## src/pkg/sound_pkg.sv

```systemverilog
// register map, field layout and shared types of the sound unit
package sound_pkg;
  // register index on the plain register port
  localparam logic [2:0] ADDR_CLOCK_CONFIG = 3'h0;
  localparam logic [2:0] ADDR_MODE_SELECT  = 3'h1;
  localparam logic [2:0] ADDR_CONTROL      = 3'h2;
  localparam logic [2:0] ADDR_BUFFER       = 3'h3;
  localparam logic [2:0] ADDR_FLAGS        = 3'h4;
  localparam logic [2:0] ADDR_IRQ_ENABLE   = 3'h5;
  // field positions
  localparam int DEBUG_RUN_BIT = 8;
  localparam int DIV_LSB       = 4;
  localparam int SRC_LSB       = 0;
  localparam int TEMPO_LSB     = 8;
  localparam int DRIVE_BIT     = 2;
  localparam int MODE_LSB      = 0;
  localparam int STOP_BIT      = 8;
  localparam int ENABLE_BIT    = 0;
  localparam int BUSY_BIT      = 8;
  localparam int EMPTY_BIT     = 1;
  localparam int DONE_BIT      = 0;
  // reset values
  localparam logic [15:0] BUFFER_RESET = 16'h00ff;
  localparam logic [2:0]  DIV_RESET    = 3'h0;
  localparam logic [3:0]  TEMPO_RESET  = 4'h0;
  localparam logic [1:0]  IE_RESET     = 2'h0;
  // divider codes
  localparam logic [2:0] DIV_BYPASS   = 3'h7;
  localparam logic [2:0] DIV_MAX_CODE = 3'h5;
  localparam logic [7:0] DIV_BASE     = 8'h04;
  localparam logic [7:0] DIV_ONE      = 8'h01;
  // sound clock ticks of one tempo unit at tempo code zero
  localparam int UNIT_TICKS = 512;

  typedef enum logic [1:0] {
    SRC_INTERNAL = 2'h0,
    SRC_LOW      = 2'h1,
    SRC_HIGH     = 2'h2,
    SRC_EXTERNAL = 2'h3
  } clk_src_e;

  typedef enum logic [1:0] {
    MODE_NORMAL  = 2'h0,
    MODE_ONESHOT = 2'h1,
    MODE_MELODY  = 2'h2,
    MODE_RSVD    = 2'h3
  } out_mode_e;

  typedef enum logic [1:0] {
    ST_IDLE = 2'b00,
    ST_PLAY = 2'b01,
    ST_STOP = 2'b11
  } seq_state_e;

  typedef struct packed {
    logic       tie_slur;
    logic       note_rest_sel;
    logic [5:0] length_duty_sel;
    logic [7:0] pitch_freq_sel;
  } note_s;
endpackage

```

## src/logic/sound_clock_gen.sv

```systemverilog
// source select and divider for the sound clock enable
`timescale 1ns/1ps
module sound_clock_gen
  import sound_pkg::*;
#(
  parameter int CNT_W = 8
) (
  // clock and reset
  input  wire logic       clock,
  input  wire logic       rst,
  // source ticks indexed by source code
  input  wire logic [3:0] osc_tick,
  // settings
  input  wire clk_src_e   src,
  input  wire logic [2:0] div,
  input  wire logic       run,
  // divided enable
  output logic            sound_tick
);
  if (CNT_W < 8) begin : g_chk
    $error("sound_clock_gen: CNT_W below 8");
  end

  logic [CNT_W-1:0] cnt_r;
  logic [CNT_W-1:0] ratio;
  logic             valid;

  // ratio from source and divider code
  always_comb begin
    valid = 1'b0;
    ratio = CNT_W'(DIV_ONE);
    if ((src == SRC_INTERNAL || src == SRC_HIGH) && div <= DIV_MAX_CODE) begin
      valid = 1'b1;
      ratio = CNT_W'(DIV_BASE) << div;
    end else if ((src == SRC_LOW || src == SRC_EXTERNAL) &&
                 div == DIV_BYPASS) begin
      valid = 1'b1;
    end
  end

  always_ff @(posedge clock) begin
    sound_tick <= 1'b0;
    if (rst) begin
      cnt_r <= '0;
    end else if (run && valid && osc_tick[src]) begin
      if (cnt_r >= ratio - CNT_W'(1)) begin
        cnt_r      <= '0;
        sound_tick <= 1'b1;
      end else begin
        cnt_r <= cnt_r + CNT_W'(1);
      end
    end
  end
endmodule // sound_clock_gen

```

## src/logic/sound_tone_gen.sv

```systemverilog
// square wave for buzzer and melody tones
`timescale 1ns/1ps
module sound_tone_gen
  import sound_pkg::*;
(
  // clock and reset
  input  wire logic  clock,
  input  wire logic  rst,
  // control
  input  wire logic  tick,
  input  wire logic  restart,
  input  wire logic  melody,
  input  wire note_s note,
  // wave
  output logic       wave
);
  logic [7:0]  phase_r;
  logic [8:0]  period;
  logic [15:0] duty_lim;
  logic [15:0] phase_sc;

  always_comb begin
    if (melody) begin
      period = {1'b0, note.pitch_freq_sel} + 9'h001;
    end else begin
      period = {3'h0, note.pitch_freq_sel[5:0]} + 9'h001;
    end
    duty_lim = 16'(period) * 16'({1'b0, note.length_duty_sel} + 7'h01);
    phase_sc = {2'h0, phase_r, 6'h00};
    if (melody) begin
      wave = ({1'b0, phase_r} < (period >> 1));
    end else begin
      wave = (phase_sc < duty_lim);
    end
  end

  always_ff @(posedge clock) begin
    if (rst || restart) begin
      phase_r <= '0;
    end else if (tick) begin
      if ({1'b0, phase_r} >= period - 9'h001) begin
        phase_r <= '0;
      end else begin
        phase_r <= phase_r + 8'h01;
      end
    end
  end
endmodule // sound_tone_gen

```

## src/logic/sound_unit.sv

```systemverilog
// sound unit: registers, note sequencer and output pin pair
//
// Operation
// - debug-run keeps sound clock during debug
// - clock source code picks one oscillator
// - divider code sets source division ratio
// - tempo code sets tempo or one-shot time
// - drive mode bit picks normal or direct
// - mode code picks buzzer, one-shot, melody
// - stop write sets bit, clears at completion
// - stop ends one-shot or melody early
// - unit enable gates operating clock
// - buffer write starts sound output
// - tie continues previous note in melody
// - rest drives pin low, inverted high
// - length sets note time or duty
// - pitch sets scale or buzzer frequency
// - only full-width buffer writes accepted
// - empty flag resets set, buffer write clears
// - done flag cleared by one or write
// - busy status bit reads, resets zero
// - busy high while sound output runs
// - empty set on load or stop
// - interrupt only when flag and enable
//
// Our own choices: the strobed register port and the placing of the registers.
`timescale 1ns/1ps
module sound_unit
  import sound_pkg::*;
#(
  parameter int DUR_W = 21
) (
  // clock and reset
  input  wire logic        clock,
  input  wire logic        rst,
  // register port
  input  wire logic [2:0]  reg_addr,
  input  wire logic [15:0] reg_wdata,
  input  wire logic        reg_wr,
  input  wire logic        reg_wr_full,
  input  wire logic        reg_rd,
  output logic      [15:0] reg_rdata,
  // clock source ticks and debug state
  input  wire logic        internal_osc,
  input  wire logic        low_speed_osc,
  input  wire logic        high_speed_osc,
  input  wire logic        external_clock_in,
  input  wire logic        debug_mode,
  // pins and interrupt request
  output logic             buzzer_out,
  output logic             buzzer_out_inv,
  output logic             sound_irq
);
  if (DUR_W < 21) begin : g_chk
    $error("sound_unit: DUR_W below 21");
  end

  logic             debug_run_r;
  logic [2:0]       clock_divider_sel_r;
  clk_src_e         clock_source_sel_r;
  logic [3:0]       tempo_duration_sel_r;
  logic             pin_drive_mode_r;
  out_mode_e        output_mode_sel_r;
  logic             stop_request_r;
  logic             unit_enable_r;
  note_s            buf_r;
  note_s            cur_r;
  logic             pending_r;
  seq_state_e       state_r;
  logic             buffer_empty_flag_r;
  logic             output_done_flag_r;
  logic [1:0]       irq_enable_r;
  logic [DUR_W-1:0] dur_r;

  logic             run;
  logic             sound_tick;
  logic             wave;
  logic             wr_buf;
  logic             wr_stop;
  logic             wr_done_clr;
  logic             melody;
  logic             dur_end;
  logic             load;
  logic             finish;
  logic             restart;
  logic [13:0]      unit_w;
  logic [DUR_W-1:0] target;
  note_s            wr_note;

  assign wr_note     = note_s'(reg_wdata);
  assign wr_buf      = reg_wr && reg_addr == ADDR_BUFFER && reg_wr_full;
  assign wr_stop     = reg_wr && reg_addr == ADDR_CONTROL &&
                       reg_wdata[STOP_BIT];
  assign wr_done_clr = reg_wr && reg_addr == ADDR_FLAGS &&
                       reg_wdata[DONE_BIT];
  assign melody      = output_mode_sel_r == MODE_MELODY;
  assign dur_end     = dur_r == '0;

  // clock gating by enable and debug state
  assign run = unit_enable_r && (!debug_mode || debug_run_r);

  sound_clock_gen #(
    .CNT_W (8)
  ) u_clk (
    .clock      (clock),
    .rst        (rst),
    .osc_tick   ({external_clock_in, high_speed_osc,
                  low_speed_osc, internal_osc}),
    .src        (clock_source_sel_r),
    .div        (clock_divider_sel_r),
    .run        (run),
    .sound_tick (sound_tick)
  );

  // duration of the next note in sound ticks
  always_comb begin
    unit_w = 14'(({1'b0, tempo_duration_sel_r} + 5'h01) * UNIT_TICKS);
    if (output_mode_sel_r == MODE_ONESHOT) begin
      target = DUR_W'(unit_w);
    end else begin
      target = DUR_W'(unit_w) *
               DUR_W'({1'b0, buf_r.length_duty_sel} + 7'h01);
    end
  end

  // sequencer events
  always_comb begin
    load   = 1'b0;
    finish = 1'b0;
    if (sound_tick && pending_r && output_mode_sel_r != MODE_RSVD) begin
      case (state_r)
        ST_IDLE: load = 1'b1;
        ST_PLAY: load = output_mode_sel_r == MODE_NORMAL ||
                        (melody && dur_end);
        default: load = 1'b0;
      endcase
    end
    if (sound_tick) begin
      case (state_r)
        ST_PLAY: finish = !load && dur_end &&
                          output_mode_sel_r != MODE_NORMAL;
        ST_STOP: finish = 1'b1;
        default: finish = 1'b0;
      endcase
    end
  end

  assign restart = load && !(melody && buf_r.tie_slur);

  sound_tone_gen u_tone (
    .clock   (clock),
    .rst     (rst),
    .tick    (sound_tick),
    .restart (restart),
    .melody  (melody),
    .note    (cur_r),
    .wave    (wave)
  );

  // clock configuration register
  always_ff @(posedge clock) begin
    if (rst) begin
      debug_run_r         <= 1'b0;
      clock_divider_sel_r <= DIV_RESET;
      clock_source_sel_r  <= SRC_INTERNAL;
    end else if (reg_wr && reg_addr == ADDR_CLOCK_CONFIG) begin
      debug_run_r         <= reg_wdata[DEBUG_RUN_BIT];
      clock_divider_sel_r <= reg_wdata[DIV_LSB +: 3];
      clock_source_sel_r  <= clk_src_e'(reg_wdata[SRC_LSB +: 2]);
    end
  end

  // mode select register
  always_ff @(posedge clock) begin
    if (rst) begin
      tempo_duration_sel_r <= TEMPO_RESET;
      pin_drive_mode_r     <= 1'b0;
      output_mode_sel_r    <= MODE_NORMAL;
    end else if (reg_wr && reg_addr == ADDR_MODE_SELECT) begin
      tempo_duration_sel_r <= reg_wdata[TEMPO_LSB +: 4];
      pin_drive_mode_r     <= reg_wdata[DRIVE_BIT];
      output_mode_sel_r    <= out_mode_e'(reg_wdata[MODE_LSB +: 2]);
    end
  end

  // enable and interrupt enable
  always_ff @(posedge clock) begin
    if (rst) begin
      unit_enable_r <= 1'b0;
      irq_enable_r  <= IE_RESET;
    end else begin
      if (reg_wr && reg_addr == ADDR_CONTROL) begin
        unit_enable_r <= reg_wdata[ENABLE_BIT];
      end
      if (reg_wr && reg_addr == ADDR_IRQ_ENABLE) begin
        irq_enable_r <= reg_wdata[EMPTY_BIT:DONE_BIT];
      end
    end
  end

  // stop request: write one sets, completion clears
  always_ff @(posedge clock) begin
    if (rst) begin
      stop_request_r <= 1'b0;
    end else if (wr_stop) begin
      stop_request_r <= 1'b1;
    end else if (sound_tick && state_r != ST_PLAY) begin
      stop_request_r <= 1'b0;
    end
  end

  // sound buffer and pending marker
  always_ff @(posedge clock) begin
    if (rst) begin
      buf_r     <= note_s'(BUFFER_RESET);
      pending_r <= 1'b0;
    end else if (wr_buf) begin
      buf_r     <= wr_note;
      pending_r <= 1'b1;
    end else if (load || wr_stop) begin
      pending_r <= 1'b0;
    end
  end

  // sequencer state, working note and duration
  always_ff @(posedge clock) begin
    if (rst) begin
      state_r <= ST_IDLE;
      cur_r   <= note_s'(BUFFER_RESET);
      dur_r   <= '0;
    end else begin
      if (load) begin
        cur_r <= buf_r;
        dur_r <= target - DUR_W'(1);
      end else if (sound_tick && !dur_end) begin
        dur_r <= dur_r - DUR_W'(1);
      end
      case (state_r)
        ST_IDLE: begin
          if (load) begin
            state_r <= ST_PLAY;
          end
        end
        ST_PLAY: begin
          if (stop_request_r) begin
            state_r <= ST_STOP;
          end else if (finish) begin
            state_r <= ST_IDLE;
          end
        end
        ST_STOP: begin
          if (finish) begin
            state_r <= ST_IDLE;
          end
        end
        default: state_r <= ST_IDLE;
      endcase
    end
  end

  // buffer empty flag, set wins over clear
  always_ff @(posedge clock) begin
    if (rst) begin
      buffer_empty_flag_r <= 1'b1;
    end else if (load || wr_stop) begin
      buffer_empty_flag_r <= 1'b1;
    end else if (wr_buf) begin
      buffer_empty_flag_r <= 1'b0;
    end
  end

  // output done flag, set wins over clear
  always_ff @(posedge clock) begin
    if (rst) begin
      output_done_flag_r <= 1'b0;
    end else if (finish && state_r != ST_IDLE) begin
      output_done_flag_r <= 1'b1;
    end else if (wr_buf || wr_done_clr) begin
      output_done_flag_r <= 1'b0;
    end
  end

  // pin pair
  always_ff @(posedge clock) begin
    if (rst || state_r == ST_IDLE) begin
      buzzer_out     <= 1'b0;
      buzzer_out_inv <= 1'b0;
    end else if (melody && cur_r.note_rest_sel) begin
      buzzer_out     <= 1'b0;
      buzzer_out_inv <= 1'b1;
    end else begin
      buzzer_out     <= wave;
      buzzer_out_inv <= pin_drive_mode_r && !wave;
    end
  end

  // interrupt request
  always_ff @(posedge clock) begin
    if (rst) begin
      sound_irq <= 1'b0;
    end else begin
      sound_irq <= |({buffer_empty_flag_r, output_done_flag_r} &
                     irq_enable_r);
    end
  end

  // read data, one cycle after the strobe only
  always_ff @(posedge clock) begin
    if (rst || !reg_rd) begin
      reg_rdata <= '0;
    end else begin
      reg_rdata <= '0;
      if (reg_addr == ADDR_CLOCK_CONFIG) begin
        reg_rdata[DEBUG_RUN_BIT]  <= debug_run_r;
        reg_rdata[DIV_LSB +: 3]   <= clock_divider_sel_r;
        reg_rdata[SRC_LSB +: 2]   <= clock_source_sel_r;
      end else if (reg_addr == ADDR_MODE_SELECT) begin
        reg_rdata[TEMPO_LSB +: 4] <= tempo_duration_sel_r;
        reg_rdata[DRIVE_BIT]      <= pin_drive_mode_r;
        reg_rdata[MODE_LSB +: 2]  <= output_mode_sel_r;
      end else if (reg_addr == ADDR_CONTROL) begin
        reg_rdata[STOP_BIT]       <= stop_request_r;
        reg_rdata[ENABLE_BIT]     <= unit_enable_r;
      end else if (reg_addr == ADDR_BUFFER) begin
        reg_rdata                 <= buf_r;
      end else if (reg_addr == ADDR_FLAGS) begin
        reg_rdata[BUSY_BIT]       <= state_r != ST_IDLE;
        reg_rdata[EMPTY_BIT]      <= buffer_empty_flag_r;
        reg_rdata[DONE_BIT]       <= output_done_flag_r;
      end else if (reg_addr == ADDR_IRQ_ENABLE) begin
        reg_rdata[EMPTY_BIT:DONE_BIT] <= irq_enable_r;
      end
    end
  end
endmodule // sound_unit

```

## config.mk

```make
export PLATFORM = sky130hd
export DESIGN_NAME = sound_unit
export DESIGN_NICKNAME = d
export VERILOG_FILES = /design/src/pkg/sound_pkg.sv /design/src/logic/sound_clock_gen.sv /design/src/logic/sound_tone_gen.sv /design/src/logic/sound_unit.sv
export SDC_FILE = /design/constraint.sdc
export NUM_CORES = 1
export LEC_CHECK = 0
export BUFFER_PORTS_ARGS = -buffer_cell sky130_fd_sc_hd__buf_2
export CAP_MARGIN = 20
export CORE_ASPECT_RATIO = 1.25
export CORE_MARGIN = 10
export CORE_UTILIZATION = 60
export DETAILED_ROUTE_END_ITERATION = 16
export GPL_ROUTABILITY_DRIVEN = 0
export PLACE_DENSITY = 0.83
export SLEW_MARGIN = 15
export SYNTH_ARGS = -nofsm -noshare
export SYNTH_HDL_FRONTEND = slang
export SYNTH_SLANG_ARGS = --single-unit
```

## constraint.sdc

```tcl
create_clock -name clock -period 10.1 [get_ports clock]
set_input_delay 1.01 -clock clock [delete_from_list [all_inputs] [get_ports clock]]
set_output_delay 1.01 -clock clock [all_outputs]
set_load 0.01 [all_outputs]
```

-- Yosys cells after proc, flatten, opt, wreduce, memory -nomap -nowiden
Index checks and enable logic that the tools add are counted.
- memory bits (writable): 0
- latch bits: 0
- logic and storage cells: 172
- input port bits: 29
- bits in read-only memories: 0
- memories kept: 0
- output and inout bits: 19
- register bits after elaboration: 110
- shifts and indexed selects: 1
- $add $sub $neg: 11
- $mul: 2
- magnitude comparators: 6
- div/mod/pow operators: 0
- reduce and logical (&&, ||, !) cells: 58
- eq/ne operators: 16
- bitwise logic cells: 3
- mux-type cells: 45
- operators by type and width (operator ; count):
    21-bit 2-to-1 mux ; 3
    21-bit by 1-bit subtractor with 21-bit output, second input constant ; 2
    1-bit logical AND ; 26
    8-bit 2-to-1 mux ; 3
    6-bit by 1-bit adder with 7-bit output, second input constant ; 3
    21-bit logical NOT ; 1
    1-bit 2-to-1 mux ; 19
    8-bit by 1-bit adder with 8-bit output, second input constant ; 2
    14-bit by 16-bit less-than comparator with 1-bit output ; 1
    9-bit by 16-bit multiplier with 16-bit output ; 1
    2-bit 2-to-1 mux ; 7
    5-bit by 7-bit multiplier with 12-bit output ; 1
    3-bit 2-to-1 mux ; 4
    2-bit nonzero test ; 6
    2-bit OR reduction ; 5
    8-bit by 1-bit adder with 9-bit output, second input constant ; 1
    3-bit == test, second input constant ; 3
    8-bit by 9-bit greater-or-equal comparator with 1-bit output ; 1
    1-bit logical OR ; 9
    9-bit 2-to-1 mux ; 1
    9-bit by 1-bit subtractor with 9-bit output, second input constant ; 1
    2-bit == test, second input constant ; 4
    8-bit greater-or-equal comparator ; 1
    8-bit less-than comparator ; 1
    other kinds (22) ; 36

-- Longest topological paths before layout
Gate-level depths: netlist of run 1.
- depth in word-level cells: 13
- mapped depth: 27

-- Cells and area by module
A second synthesis of run 1 with hierarchy kept.
- cell total of the unflattened synthesis: 1126
- area total of the unflattened synthesis: 9360.2 um^2
- by module, submodules not included (module ; sequential area each (um^2) ; area each (um^2) ; cells an instance ; instances):
    sound_unit ; 1881.8 ; 5405.2 ; 647 ; 1
    sound_tone_gen ; 160.2 ; 3198.1 ; 382 ; 1
    sound_clock_gen ; 180.2 ; 757.0 ; 97 ; 1

-- Least setup slack after synthesis of run 1
No wires, ideal clock.
- kind: flip-flop to flip-flop
- start: register cur_r[0] (netlist name)
- end: register buzzer_out_inv
- path slack: 3925 ps
- data arrival time: 6115 ps
- buffers on the path: 2
- library setup time: 60 ps
- required time: 10040 ps
- stages on the path, launching flop included: 27
- cells stage by stage: dfxtp_1 > clkbuf_1 > nand3_1 > xor2_1 > clkbuf_1 > nor2_1 > fa_1 > inv_1 > fa_1 > inv_1 > fa_1 > inv_1 > fa_1 > inv_1 > ha_1 > a21oi_1 > o21ai_0 > a2111oi_0 > nor3_1 > xnor2_1 > ha_1 > nand4_1 > nor4_1 > nor4_1 > a221oi_1 > a31o_2 > and3b_1
- cells in the longest elaborated chain, start to end: 8
- elaborated cells on any way between the ends: 10
- those cells by class: add/sub: 2; mul: 1; order compare: 2; mux: 3; reduce/logical: 2
- ends and longest elaborated chain (element ; RTL line ; text):
    from (decl) ; sound_unit.sv:67 ; note_s cur_r;
    from (signal assigned) ; sound_unit.sv:229 ; cur_r <= note_s'(BUFFER_RESET);
    from (signal assigned) ; sound_unit.sv:233 ; cur_r <= buf_r;
    8-bit by 1-bit adder with 9-bit output or 6-bit by 1-bit adder with 7-bit output (tied branches) ; sound_tone_gen.sv:24, sound_tone_gen.sv:26 ;
    9-bit 2-to-1 mux * ; sound_tone_gen.sv:23 ; if (melody) begin
    9-bit by 16-bit multiplier with 16-bit output ; sound_tone_gen.sv:28 ; duty_lim = 16'(period) * 16'({1'b0, note.length_duty_sel} + 7'h01);
    14-bit by 16-bit less-than comparator with 1-bit output ; sound_tone_gen.sv:33 ; wave = (phase_sc < duty_lim);
    1-bit 2-to-1 mux * ; sound_tone_gen.sv:30 ; if (melody) begin
    1-bit logical NOT * ; sound_unit.sv:293 ; buzzer_out_inv <= pin_drive_mode_r && !wave;
    1-bit logical AND * ; sound_unit.sv:293 ;
    1-bit 2-to-1 mux * ; sound_unit.sv:288 ; end else if (melody && cur_r.note_rest_sel) begin
    to (signal assigned) ; sound_unit.sv:293 ;
    to (decl) ; sound_unit.sv:51 ; output logic buzzer_out_inv,
Mark *: on every way between the ends. The rest lies on a longest branch, timed or not.
A chain may end at the register's enable or synchronous reset.

-- Final worst setup path of run 1
Same ends and word-level chain as after synthesis.

==> results of run 1 <==
==> cell usage after synthesis, types with 5 or more instances <==
library cell  count  area (um2)
dfxtp_1         110        2202
xor2_1           35       306.5
a31oi_1           5       31.28
a21oi_1          52       260.3
a22oi_1           5       37.54
o21a_1            6       45.04
inv_1            66       247.7
a211oi_1         19       142.6
and2_1           10       62.56
nor3_1           18       90.09
nor4_1            9       56.30
o31ai_1           5       37.54
nand2b_1         19       118.9
fa_1             49       980.9
and3_1           14       87.58
or2_2            12       75.07
nand4_1          11       68.82
xnor2_1          41       359.1
nand2_1         130       488.0
o21ai_0          29       145.1
a21o_1           22       165.2
ha_1             92        1151
clkbuf_1         40       150.1
o211ai_1          9       67.56
nand3b_1          5       37.54
mux2i_1          26       260.3
nor2b_1          14       87.58
nand3_1          52       260.3
nor2_1          133       499.2
==> cell usage in the layout (no fill, tap or decap), drive strengths merged, types with 4 or more instances in the layout <==
master | synthesis | layout
fa | 49 | 49
o21a | 6 | 6
a31oi | 6 | 6
o211ai | 9 | 9
xnor2 | 41 | 41
o21ai | 29 | 29
nand2 | 130 | 130
a21oi | 53 | 53
buf | 10 | 54
nor2b | 15 | 15
a22oi | 6 | 6
nand2b | 19 | 19
nor4 | 11 | 11
o31ai | 6 | 6
or3 | 4 | 4
and2 | 11 | 11
and3 | 15 | 15
nand3 | 52 | 52
clkbuf | 40 | 9
nor3 | 18 | 18
xor2 | 35 | 35
mux2i | 26 | 26
nor2 | 133 | 133
or2 | 12 | 12
dfxtp | 110 | 110
ha | 92 | 92
nand4 | 11 | 11
a21o | 22 | 22
a221oi | 4 | 4
inv | 66 | 70
a211oi | 21 | 21
nand3b | 5 | 5
or4 | 5 | 5
==> worst max-delay path by stage <==
stage	end	slack, ns
2_1_floorplan	buzzer_out_inv$_SDFF_PP0_	3.93
3_3_place_gp	buzzer_out_inv$_SDFF_PP0_	3.10
3_5_place_dp	buzzer_out_inv$_SDFF_PP0_	2.91
4_1_cts	buzzer_out_inv$_SDFF_PP0_	2.89
5_1_grt	buzzer_out_inv$_SDFF_PP0_	2.27
6_report	buzzer_out_inv$_SDFF_PP0_	2.84
==> worst min-delay path, delay by kind of cell (launching register included) <==
| family | cells | cell delay [ns] |
|---|---|---|
| DFF | 1 | 0.32 |
| and+or+nand+nor | 1 | 0.05 |
| AOI/OAI and AO/OA | 1 | 0.05 |
==> stage by stage <==
| step | instances | setup WS (ns) | cell area [um2] | utilization [%] |
|---|---|---|---|---|
| 6_report | 1317 | 2.843 | 9851 | 65.61 |
| 5_1_grt | 1317 | 2.273 | 9851 | 65.61 |
| 4_1_cts | 1316 | 2.892 | 9846 | 65.58 |
| 3_5_place_dp | 1300 | 2.914 | 9520 | 63.41 |
| 3_3_place_gp | 1300 | 3.100 | 9520 | 63.41 |
| 2_1_floorplan | 1115 | 3.925 | 9213 | - |
==> cell type report <==
| class | instances | area, um2 | share of cell area (%) |
|---|---|---|---|
| flip-flops and latches | 110 | 2202 | 22.35 |
| well taps | 182 | 227.7 | 2.312 |
| clock inverters | 7 | 100.1 | 1.016 |
| multi-input cells | 888 | 6559 | 66.58 |
| inverters | 67 | 251.5 | 2.553 |
| clock buffers | 9 | 225.2 | 2.286 |
| repair buffers | 54 | 285.3 | 2.896 |
==> registers in the layout, indices dropped and copies added, names as in the netlist, 2 cells and up <==
| name | count |
|---|---|
| cur_r | 15 |
| clock_divider_sel_r | 3 |
| u_clk.cnt_r | 8 |
| output_mode_sel_r | 2 |
| irq_enable_r | 2 |
| tempo_duration_sel_r | 4 |
| reg_rdata | 16 |
| state_r | 2 |
| clock_source_sel_r | 2 |
| dur_r | 21 |
| u_tone.phase_r | 8 |
| buf_r | 16 |
==> kinds of logic (layout without fill, tap and decap cells) <==
logic type | after synthesis | after routing | synth area share, %
and+or+nand+nor | 456 | 456 | 23.79
muxes | 27 | 27 | 3.069
other | 1 | 1 | 0.04071
xor gates and xnor gates | 76 | 76 | 7.225
AOI/OAI and AO/OA | 186 | 186 | 13.73
DFF | 110 | 110 | 23.90
buffers and inverters | 117 | 137 | 4.984
adders and majority gates | 142 | 142 | 23.25
==> metal layers <==
metal / wire [um] / share of wire [%] / up-vias / GRT usage [%]
li1: - / - / 3867 / -
met1: 9340 / 41 / 3804 / 26.49
met2: 11660 / 51 / 208 / 39.98
met3: 979 / 4.3 / 42 / 2.729
met4: 705 / 3.1 / 0 / 8.753
met5: 0 / 0 / - / 0
==> power breakdown <==
| part | total [mW] | internal (mW) | leakage (nW) | switching [mW] |
|---|---|---|---|---|
| logic | 0.0505 | 0.0186 | 3.61 | 0.0319 |
| clock network | 0.386 | 0.201 | 0.158 | 0.185 |
| registers | 0.441 | 0.437 | 0.888 | 0.00448 |
==> results.md, run 1 <==
- Status: completed
- Antenna Nets Post-Route: 0
- Top_reg_cell synth: dfxtp_1
- Worst hold start: dur_r[18]$_SDFFE_PP0P_
- Worst setup EP type: register
- Final nets: 1300
- Crit path kind: reg -> reg
- Synth Warn #: 0
- Flop-to-flop setup slack: 2.84 ns
- Core area: 15010 um2
- Hold Path Depth: 2
- Die area: 20740 um2
- GRT Total Usage: 22.38%
- DRT Wirelength: 22680 um
- Post-synth ARST share: 0%
- Final Cycle Share: 71.86%
- DR DRC count: 0
- Largest net degree at the start of global routing: 71
- HPWL after DPL: 17360 um
- CTS tree: built
- Startpoint Class: register
- Number of max-cap violations: 0
- RR Startpoint: cur_r[0]$_SDFFE_PP1P_
- Via Count: 7921
- Syn Nets: 1285
- N_diodes: 0
- Worst stage delay on the critical path: 0.75 ns
- CP delay by family, top: adder cells
- Register area share after synthesis: 23.90%
- Fin. max-slew vios: 0
- H-tree levels: 3
- RSZ-0062 raised after global routing: false
- Worst-path clk slew: 0.08 ns
- Sink Count: 110
- Via density: 6.014
- Synthesized area: 9213 um2
- Synth unique cells: 75
- Grt total ovfl: 0
- Vias in the first global route: 7837
- Setup crit start: cur_r[0]$_SDFFE_PP1P_
- Root Buffer: clkbuf_16
- Post-CTS Resized: 0
- Wire per inst: 17.22 um
- Final min period: 7.257 ns
- IR drop worst, VDD: 94.38 uV
- HP Class: reg -> reg
- PortBufs: 47
- Filler cells: 1277
- Hold EP: dur_r[18]$_SDFFE_PP0P_
- FMAX: 137.8 MHz
- Layout cells sized above 1: 8.722%
- Clk_skew: 0.01126 ns
- Post-synth EDFFs: 0
- Total CTS buffers: 9
- Synth Instances: 1115
- Crit. path cell count: 25
- CP max FO: 15
- Placement Rows: 50
- Post-CTS Setup Bufs: 0
- Drt pass-1 iters: 5
- I/O pins: 48
- Die Span Y: 158.5 um
- Final count of hold timing violations: 0
- CP required: 10.41 ns
- PwrDens: 89.10 nW/um2
- Least-Margin Pin Slew: 1.168 ns
- Critical-path top delay cell: xor2_1
- RR Endpoint: buzzer_out_inv$_SDFF_PP0_
- Worst Path Buf+Inv: 4
- Fin Hold WS: 0.4692 ns
- Slew margin rel.: 21.98%
- Leak: 4.660 nW
- Drt first-iter violations: 532
- Synth Register Bits: 110
- Initial antenna violation count: 0
- Avg Cell Area, Syn: 8.262 um2
- Clock Path Buffers: 2
- Initial core utilization: 61.36%
- Horiz. Die Dim: 130.8 um
- Clk_lat worst skew: 0.36 ns
- Power, Total: 877.7 uW
- CP arrival: 7.56 ns
- First-pass GRT wire length: 37380 um
- Worst reg2reg path depth: 25
- Setup TNS: 0 ns
- Setup violators final: 0
- Hold Buf Count CTS: 0
- Synth-to-Final Area Change: 6.927%
(Power assumes the default switching activity.)
==> inputs of run 2 (changes only) <==
clock period = 6.95 ns   (was 10.1 ns; I/O delays follow)
==> results.md, run 2 (synthesis results as in run 1) <==
- Status: completed
- RSZ-0062 raised after global routing: false
- DRT Wirelength: 23160 um (+2.1%)
- Power, Total: 1.237 mW (+41%)
- Fin. max-slew vios: 0 (unchanged)
- HPWL after DPL: 18050 um (+4.0%)
- CP arrival: 6.89 ns (-0.67 ns)
- Most common cell after layout, fill and taps aside: nor2_1
- Via Count: 8033 (+1.4%)
- HP Class: reg -> reg
- Hold Path Depth: 2 (unchanged)
- Leak: 4.689 nW (+0.62%)
- Final nets: 1309 (+0.69%)
- Clock Power Share: 42.3% (-1.7 points)
- Final Cycle Share: 94.61% (+23 points)
- Initial core utilization: 61.36% (unchanged)
- Flop pwr share: 51.8% (+1.5 points)
- Core area: 15010 um2 (unchanged)
- Startpoint Class: register
- Vias in the first global route: 8086 (+3.2%)
- Final worst slack: 0.3745 ns (-2.468 ns)
- Via density: 6.058 (+0.73%)
- Largest net degree at the start of global routing: 72 (+1.4%)
- Worst setup EP type: register
- GRT Total Usage: 23.23% (+0.86 points)
- Most frequent cells in the layout: nor2_1 (133), nand2_1 (130), dfxtp_1 (110), ha_1 (92), inv_1 (66)
- Crit path kind: reg -> reg
- Filler cells: 1273 (-0.31%)
- Worst reg2reg path depth: 25 (unchanged)
- Worst hold start: dur_r[18]$_SDFFE_PP0P_
- Total CTS buffers: 9 (unchanged)
- Synth-to-Final Area Change: 7.470%
- PwrDens: 124.9 nW/um2 (+40%)
- IR drop worst, VDD: 109.1 uV (+16%)
- First-pass GRT wire length: 38850 um (+3.9%)
- Horiz. Die Dim: 130.8 um (unchanged)
- Clk_lat worst skew: 0.36 ns (about the same)
- Power share of the combinational group: 5.9% (about the same)
- N_diodes: 0 (unchanged)
- Sink Count: 110 (unchanged)
- Die Span Y: 158.5 um (unchanged)
- Antenna Nets Post-Route: 0 (unchanged)
- Setup crit start: output_mode_sel_r[1]$_SDFFE_PP0P_
- CP max FO: 9 (-6)
- Initial antenna violation count: 0 (unchanged)
- PortBufs: 47 (unchanged)
- Hold Buf Count CTS: 0 (unchanged)
- Slew margin rel.: 25.21% (+3.2 points)
- Wire per inst: 17.47 um (+1.4%)
- RR Endpoint: buzzer_out_inv$_SDFF_PP0_
- Layout cells sized above 1: 9.528% (+0.81 points)
- Largest register FFs: 21 (unchanged)
- CTS tree: built
- Drt first-iter violations: 708 (+33%)
- Worst slack, placed: 0.3325 ns (-2.581 ns)
- Least-Margin Pin Slew: 1.120 ns (-0.04835 ns)
- Switch Pwr: 318.5 uW (+44%)
- Post-CTS Setup Bufs: 0 (unchanged)
- FMAX: 152.1 MHz (+10%)
- Post-Place Cells: 1309 (+0.69%)
- Final count of hold timing violations: 0 (unchanged)
- Worst-path clk slew: 0.08 ns (about the same)
- DR DRC count: 0 (unchanged)
- Largest registers: dur_r x21, buf_r x16, reg_rdata x16
- Root Buffer: clkbuf_16
- Clk_skew: 0.01108 ns (-0.0001806 ns)
- I/O pins: 48 (unchanged)
- Placement Rows: 50 (unchanged)
- Setup violators final: 0 (unchanged)
- Hold EP: dur_r[18]$_SDFFE_PP0P_
- Int Pwr: 918.3 uW (+40%)
- Clock Path Buffers: 2 (unchanged)
- Die area: 20740 um2 (unchanged)
- Cell Count, Final, Fillers Out: 1326 (+0.68%)
- Final min period: 6.575 ns (-0.6820 ns)
- Drt pass-1 iters: 5 (unchanged)
- Fin Hold WS: 0.4686 ns (-0.0005310 ns)
- Flop-to-flop setup slack: 0.37 ns (-2.47 ns)
- RR Startpoint: output_mode_sel_r[1]$_SDFFE_PP0P_
- H-tree levels: 3 (unchanged)
- Switching Share: 25.75% (+0.58 points)
- CP required: 7.26 ns (-3.15 ns)
- Setup TNS: 0 ns (unchanged)
- Number of max-cap violations: 0 (unchanged)
- Grt total ovfl: 0 (unchanged)
- Register with the most flip-flops: dur_r
run 2: changes by cell type in the layout (fill, tap and decap cells not counted), sizes merged:
cell | before | now
buf | 54 | 63
bufinv | 1 | 0
clkinvlp | 0 | 1
run 2: final cells by class:
type / instances / area [um2] / share of cell area, %
timing repair buffer: 63 / 352.8 / 3.564
sequential: 110 / 2202 / 22.24
clock inverter: 7 / 75.07 / 0.7582
multi-input combinational: 888 / 6566 / 66.32
inverter: 67 / 251.5 / 2.540
clock buffer: 9 / 225.2 / 2.275
tap: 182 / 227.7 / 2.300
run 2: worst max-delay path by stage:
stage                                endpoint  slack [ns]  cells past startpoint
floorplan           buzzer_out_inv$_SDFF_PP0_        0.78                     26
global placement    buzzer_out_inv$_SDFF_PP0_        0.55                     24
detailed placement  buzzer_out_inv$_SDFF_PP0_        0.33                     24
CTS                 buzzer_out_inv$_SDFF_PP0_        0.34                     24
global route        buzzer_out_inv$_SDFF_PP0_       0.005                     25
finish              buzzer_out_inv$_SDFF_PP0_        0.37                     25
run 2: stage by stage:
| stage | util (%) | cell area, um2 |
|---|---|---|
| 6_report | 65.94 | 9901 |
| 2_1_floorplan | - | 9213 |
| 4_1_cts | 65.86 | 9888 |
| 5_1_grt | 65.94 | 9901 |
| 3_3_place_gp | 63.86 | 9588 |
| 3_5_place_dp | 63.86 | 9588 |
run 2: timing repair:
action	in CTS	in global routing
endpoints found under the hold margin	0	0
gates resized for setup	0	1
endpoints found under the setup margin	0	2
run 2: power groups by stage:
stage | logic [mW] | registers (mW) | clock network, mW
after global routing | 0.0810 | 0.642 | 0.556
after CTS | 0.0726 | 0.641 | 0.528
after detailed placement | 0.0720 | 0.656 | 0
final | 0.0732 | 0.641 | 0.523
after global placement | 0.0708 | 0.655 | 0
after floorplan | 0.0488 | 0.653 | 0
run 2: routing by layer:
layer  wire length (um)  track usage (%)  vias up
li1                   -                -     3895
met1               9108            26.01     3854
met2              12180            42.34      222
met3                849            2.396       62
met4               1028            11.83        0
met5                  0                0        -
run 2: critical path: stages, from the launching register on:
cell and delay [ns]:
dfxtp_1 0.50, nor2b_1 0.50, nand2_1 0.15, xor2_1 0.17
buf_4 0.16, inv_1 0.19, nor2_1 0.10, fa_1 0.52
fa_1 0.44, fa_1 0.55, inv_1 0.06, fa_1 0.54
inv_1 0.04, ha_1 0.37, a21o_1 0.20, a31o_2 0.23
a21o_1 0.18, a21oi_1 0.18, xor2_1 0.10, ha_1 0.30
nand4_1 0.09, nor4_1 0.24, nor4_1 0.07, a221oi_1 0.26
a31o_2 0.22, and3b_1 0.16
==> inputs of run 3 (changes only) <==
BUFFER_PORTS_ARGS = not set   (was -buffer_cell sky130_fd_sc_hd__buf_2)
CTS_CLUSTER_SIZE = 16   (was not set)
DONT_BUFFER_PORTS = 1   (was not set)
PLACE_DENSITY = 0.81   (was 0.83)
==> results.md, run 3 (synthesis results as in run 1) <==
- Status: completed
- Wire per inst: 17.82 um (+2.0%)
- I/O pins: 48 (unchanged)
- Largest register FFs: 21 (unchanged)
- Worst setup EP type: register
- RSZ-0062 raised after global routing: false
- Leak: 4.483 nW (-4.4%)
- Filler cells: 1295 (+1.7%)
- Root Buffer: clkbuf_16
- PortBufs: 0 (-100%)
- Least-Margin Pin Slew: 1.084 ns (-0.03552 ns)
- Switching Share: 25.30% (-0.45 points)
- Multi-input gate area: 6570 um2 (about the same)
- Drt pass-1 iters: 6 (+1)
- Switch Pwr: 310.2 uW (-2.6%)
- Setup TNS: 0 ns (unchanged)
- FMAX: 154.4 MHz (+1.5%)
- Hold Buf Count CTS: 0 (unchanged)
- CP arrival: 6.78 ns (-0.11 ns)
- Drt first-iter violations: 635 (-10%)
- Final count of hold timing violations: 0 (unchanged)
- Clock Path Buffers: 2 (unchanged)
- Int Pwr: 915.9 uW (-0.26%)
- Horiz. Die Dim: 130.8 um (unchanged)
- Slew margin rel.: 27.51% (+2.3 points)
- Startpoint Class: register
- FF+latch area: 2202 um2 (unchanged)
- Crit path kind: reg -> reg
- Largest registers: dur_r x21, buf_r x16, reg_rdata x16
- Clock Power Share: 43.7% (+1.4 points)
- N_diodes: 0 (unchanged)
- H-tree levels: 3 (unchanged)
- CTS tree: built
- Initial core utilization: 61.36% (unchanged)
- Die area: 20740 um2 (unchanged)
- Clk_lat worst skew: 0.36 ns (about the same)
- Fin. max-slew vios: 0 (unchanged)
- GRT Total Usage: 22.86% (-0.37 points)
- Synth-to-Final Area Change: 5.107%
- Largest net degree at the start of global routing: 72 (unchanged)
- Clk_skew: 0.01319 ns (+0.002116 ns)
- HPWL after DPL: 17420 um (-3.5%)
- Placement Rows: 50 (unchanged)
- Total CTS buffers: 9 (unchanged)
- Final Cycle Share: 93.19% (-1.4 points)
- Antenna Nets Post-Route: 0 (unchanged)
- Setup violators final: 0 (unchanged)
- Vias in the first global route: 7735 (-4.3%)
- Most frequent cells in the layout: nor2_1 (133), nand2_1 (130), dfxtp_1 (110), ha_1 (92), inv_1 (66)
- Grt total ovfl: 0 (unchanged)
- CP max FO: 9 (unchanged)
- Register with the most flip-flops: dur_r
- Core area: 15010 um2 (unchanged)
- Initial antenna violation count: 0 (unchanged)
- Number of max-cap violations: 0 (unchanged)
- Layout cells sized above 1: 5.743% (-3.8 points)
- Final min period: 6.476 ns (-0.09912 ns)
- PwrDens: 126.6 nW/um2 (+1.4%)
- HP Class: in -> reg
- Via density: 6.131 (+1.2%)
- First-pass GRT wire length: 37920 um (-2.4%)
- DR DRC count: 0 (unchanged)
- CP required: 7.26 ns (about the same)
- Die Span Y: 158.5 um (unchanged)
- Flop pwr share: 52.4% (+0.6 points)
- Sink Count: 110 (unchanged)
- Power, Total: 1.226 mW (-0.86%)
- Via Count: 7842 (-2.4%)
- Worst-path clk slew: 0.08 ns (about the same)
- Most common cell after layout, fill and taps aside: nor2_1
- Power share of the combinational group: 3.9% (-2.0 points)
- DRT Wirelength: 22800 um (-1.6%)
- Final nets: 1262 (-3.6%)
- IR drop worst, VDD: 118.6 uV (+8.7%)
-- run 3: final timing paths --
kind / from / end / slack [ns] / cells past startpoint
hold reg to reg: dur_r[18]$_SDFFE_PP0P_ / dur_r[18]$_SDFFE_PP0P_ / 0.48 / 2
hold / removal: rst / buf_r[11]$_SDFFE_PP0P_ / 0.39 / 1
setup reg to reg: cur_r[9]$_SDFFE_PP0P_ / buzzer_out_inv$_SDFF_PP0_ / 0.47 / 25
setup / recovery: cur_r[9]$_SDFFE_PP0P_ / buzzer_out_inv$_SDFF_PP0_ / 0.47 / 25
-- run 3: repair_timing --
action / in CTS / in global routing
setup buffers: 0 / 0
setup endpoints to repair: 0 / 2
resized for setup: 0 / 3
-- run 3: power groups by stage --
stage	clock network [mW]	registers [mW]	logic [mW]
finish	0.535	0.642	0.0483
floorplan	0	0.653	0.0488
CTS	0.544	0.642	0.0481
global route	0.569	0.643	0.0542
global placement	0	0.657	0.0466
detailed placement	0	0.657	0.0477
-- run 3: final cells by class --
class	count	share of cell area, %
sequential	110	22.74
clock inverter	7	0.9174
multi-input combinational	888	67.85
clock buffer	9	2.326
timing repair buffer	16	1.215
inverter	67	2.597
tap	182	2.352
-- run 3: per-stage QoR --
step	area, um2	cells	worst slack (ns)	utilization, %	hold WS [ns]
2_1_floorplan	9213	1115	0.7752	-	0.4405
3_3_place_gp	9345	1261	0.5164	62.24	0.4510
3_5_place_dp	9350	1262	0.3647	62.28	0.4596
4_1_cts	9664	1278	0.3315	64.37	0.3871
5_1_grt	9683	1279	0.02255	64.49	0.3804
6_report	9683	1279	0.4736	64.49	0.3909
-- run 3: worst max-delay path: stages (launching register included) --
cell      delay (ns)
dfxtp_1         0.38
ha_1            0.20
nand3_1         0.13
xor2_1          0.50
or2_2           0.22
fa_1            0.45
fa_1            0.55
inv_1           0.05
fa_1            0.52
inv_1           0.05
fa_1            0.52
inv_1           0.04
ha_1            0.34
a21oi_1         0.23
o21ai_0         0.18
a31o_2          0.30
a21o_1          0.18
a21oi_1         0.17
xor2_1          0.10
ha_1            0.29
nand4_1         0.09
nor4_1          0.24
nor4_1          0.07
a221oi_1        0.26
a31o_2          0.22
and3b_1         0.15
-- run 3: metal layers --
layer  wire [um]  vias to the layer above  GRT usage (%)
li1            -                     3792              -
met2       11780                      246          40.15
met5           0                        -              0
met4         866                        0          11.88
met1        8954                     3738          26.15
met3        1195                       66          3.394
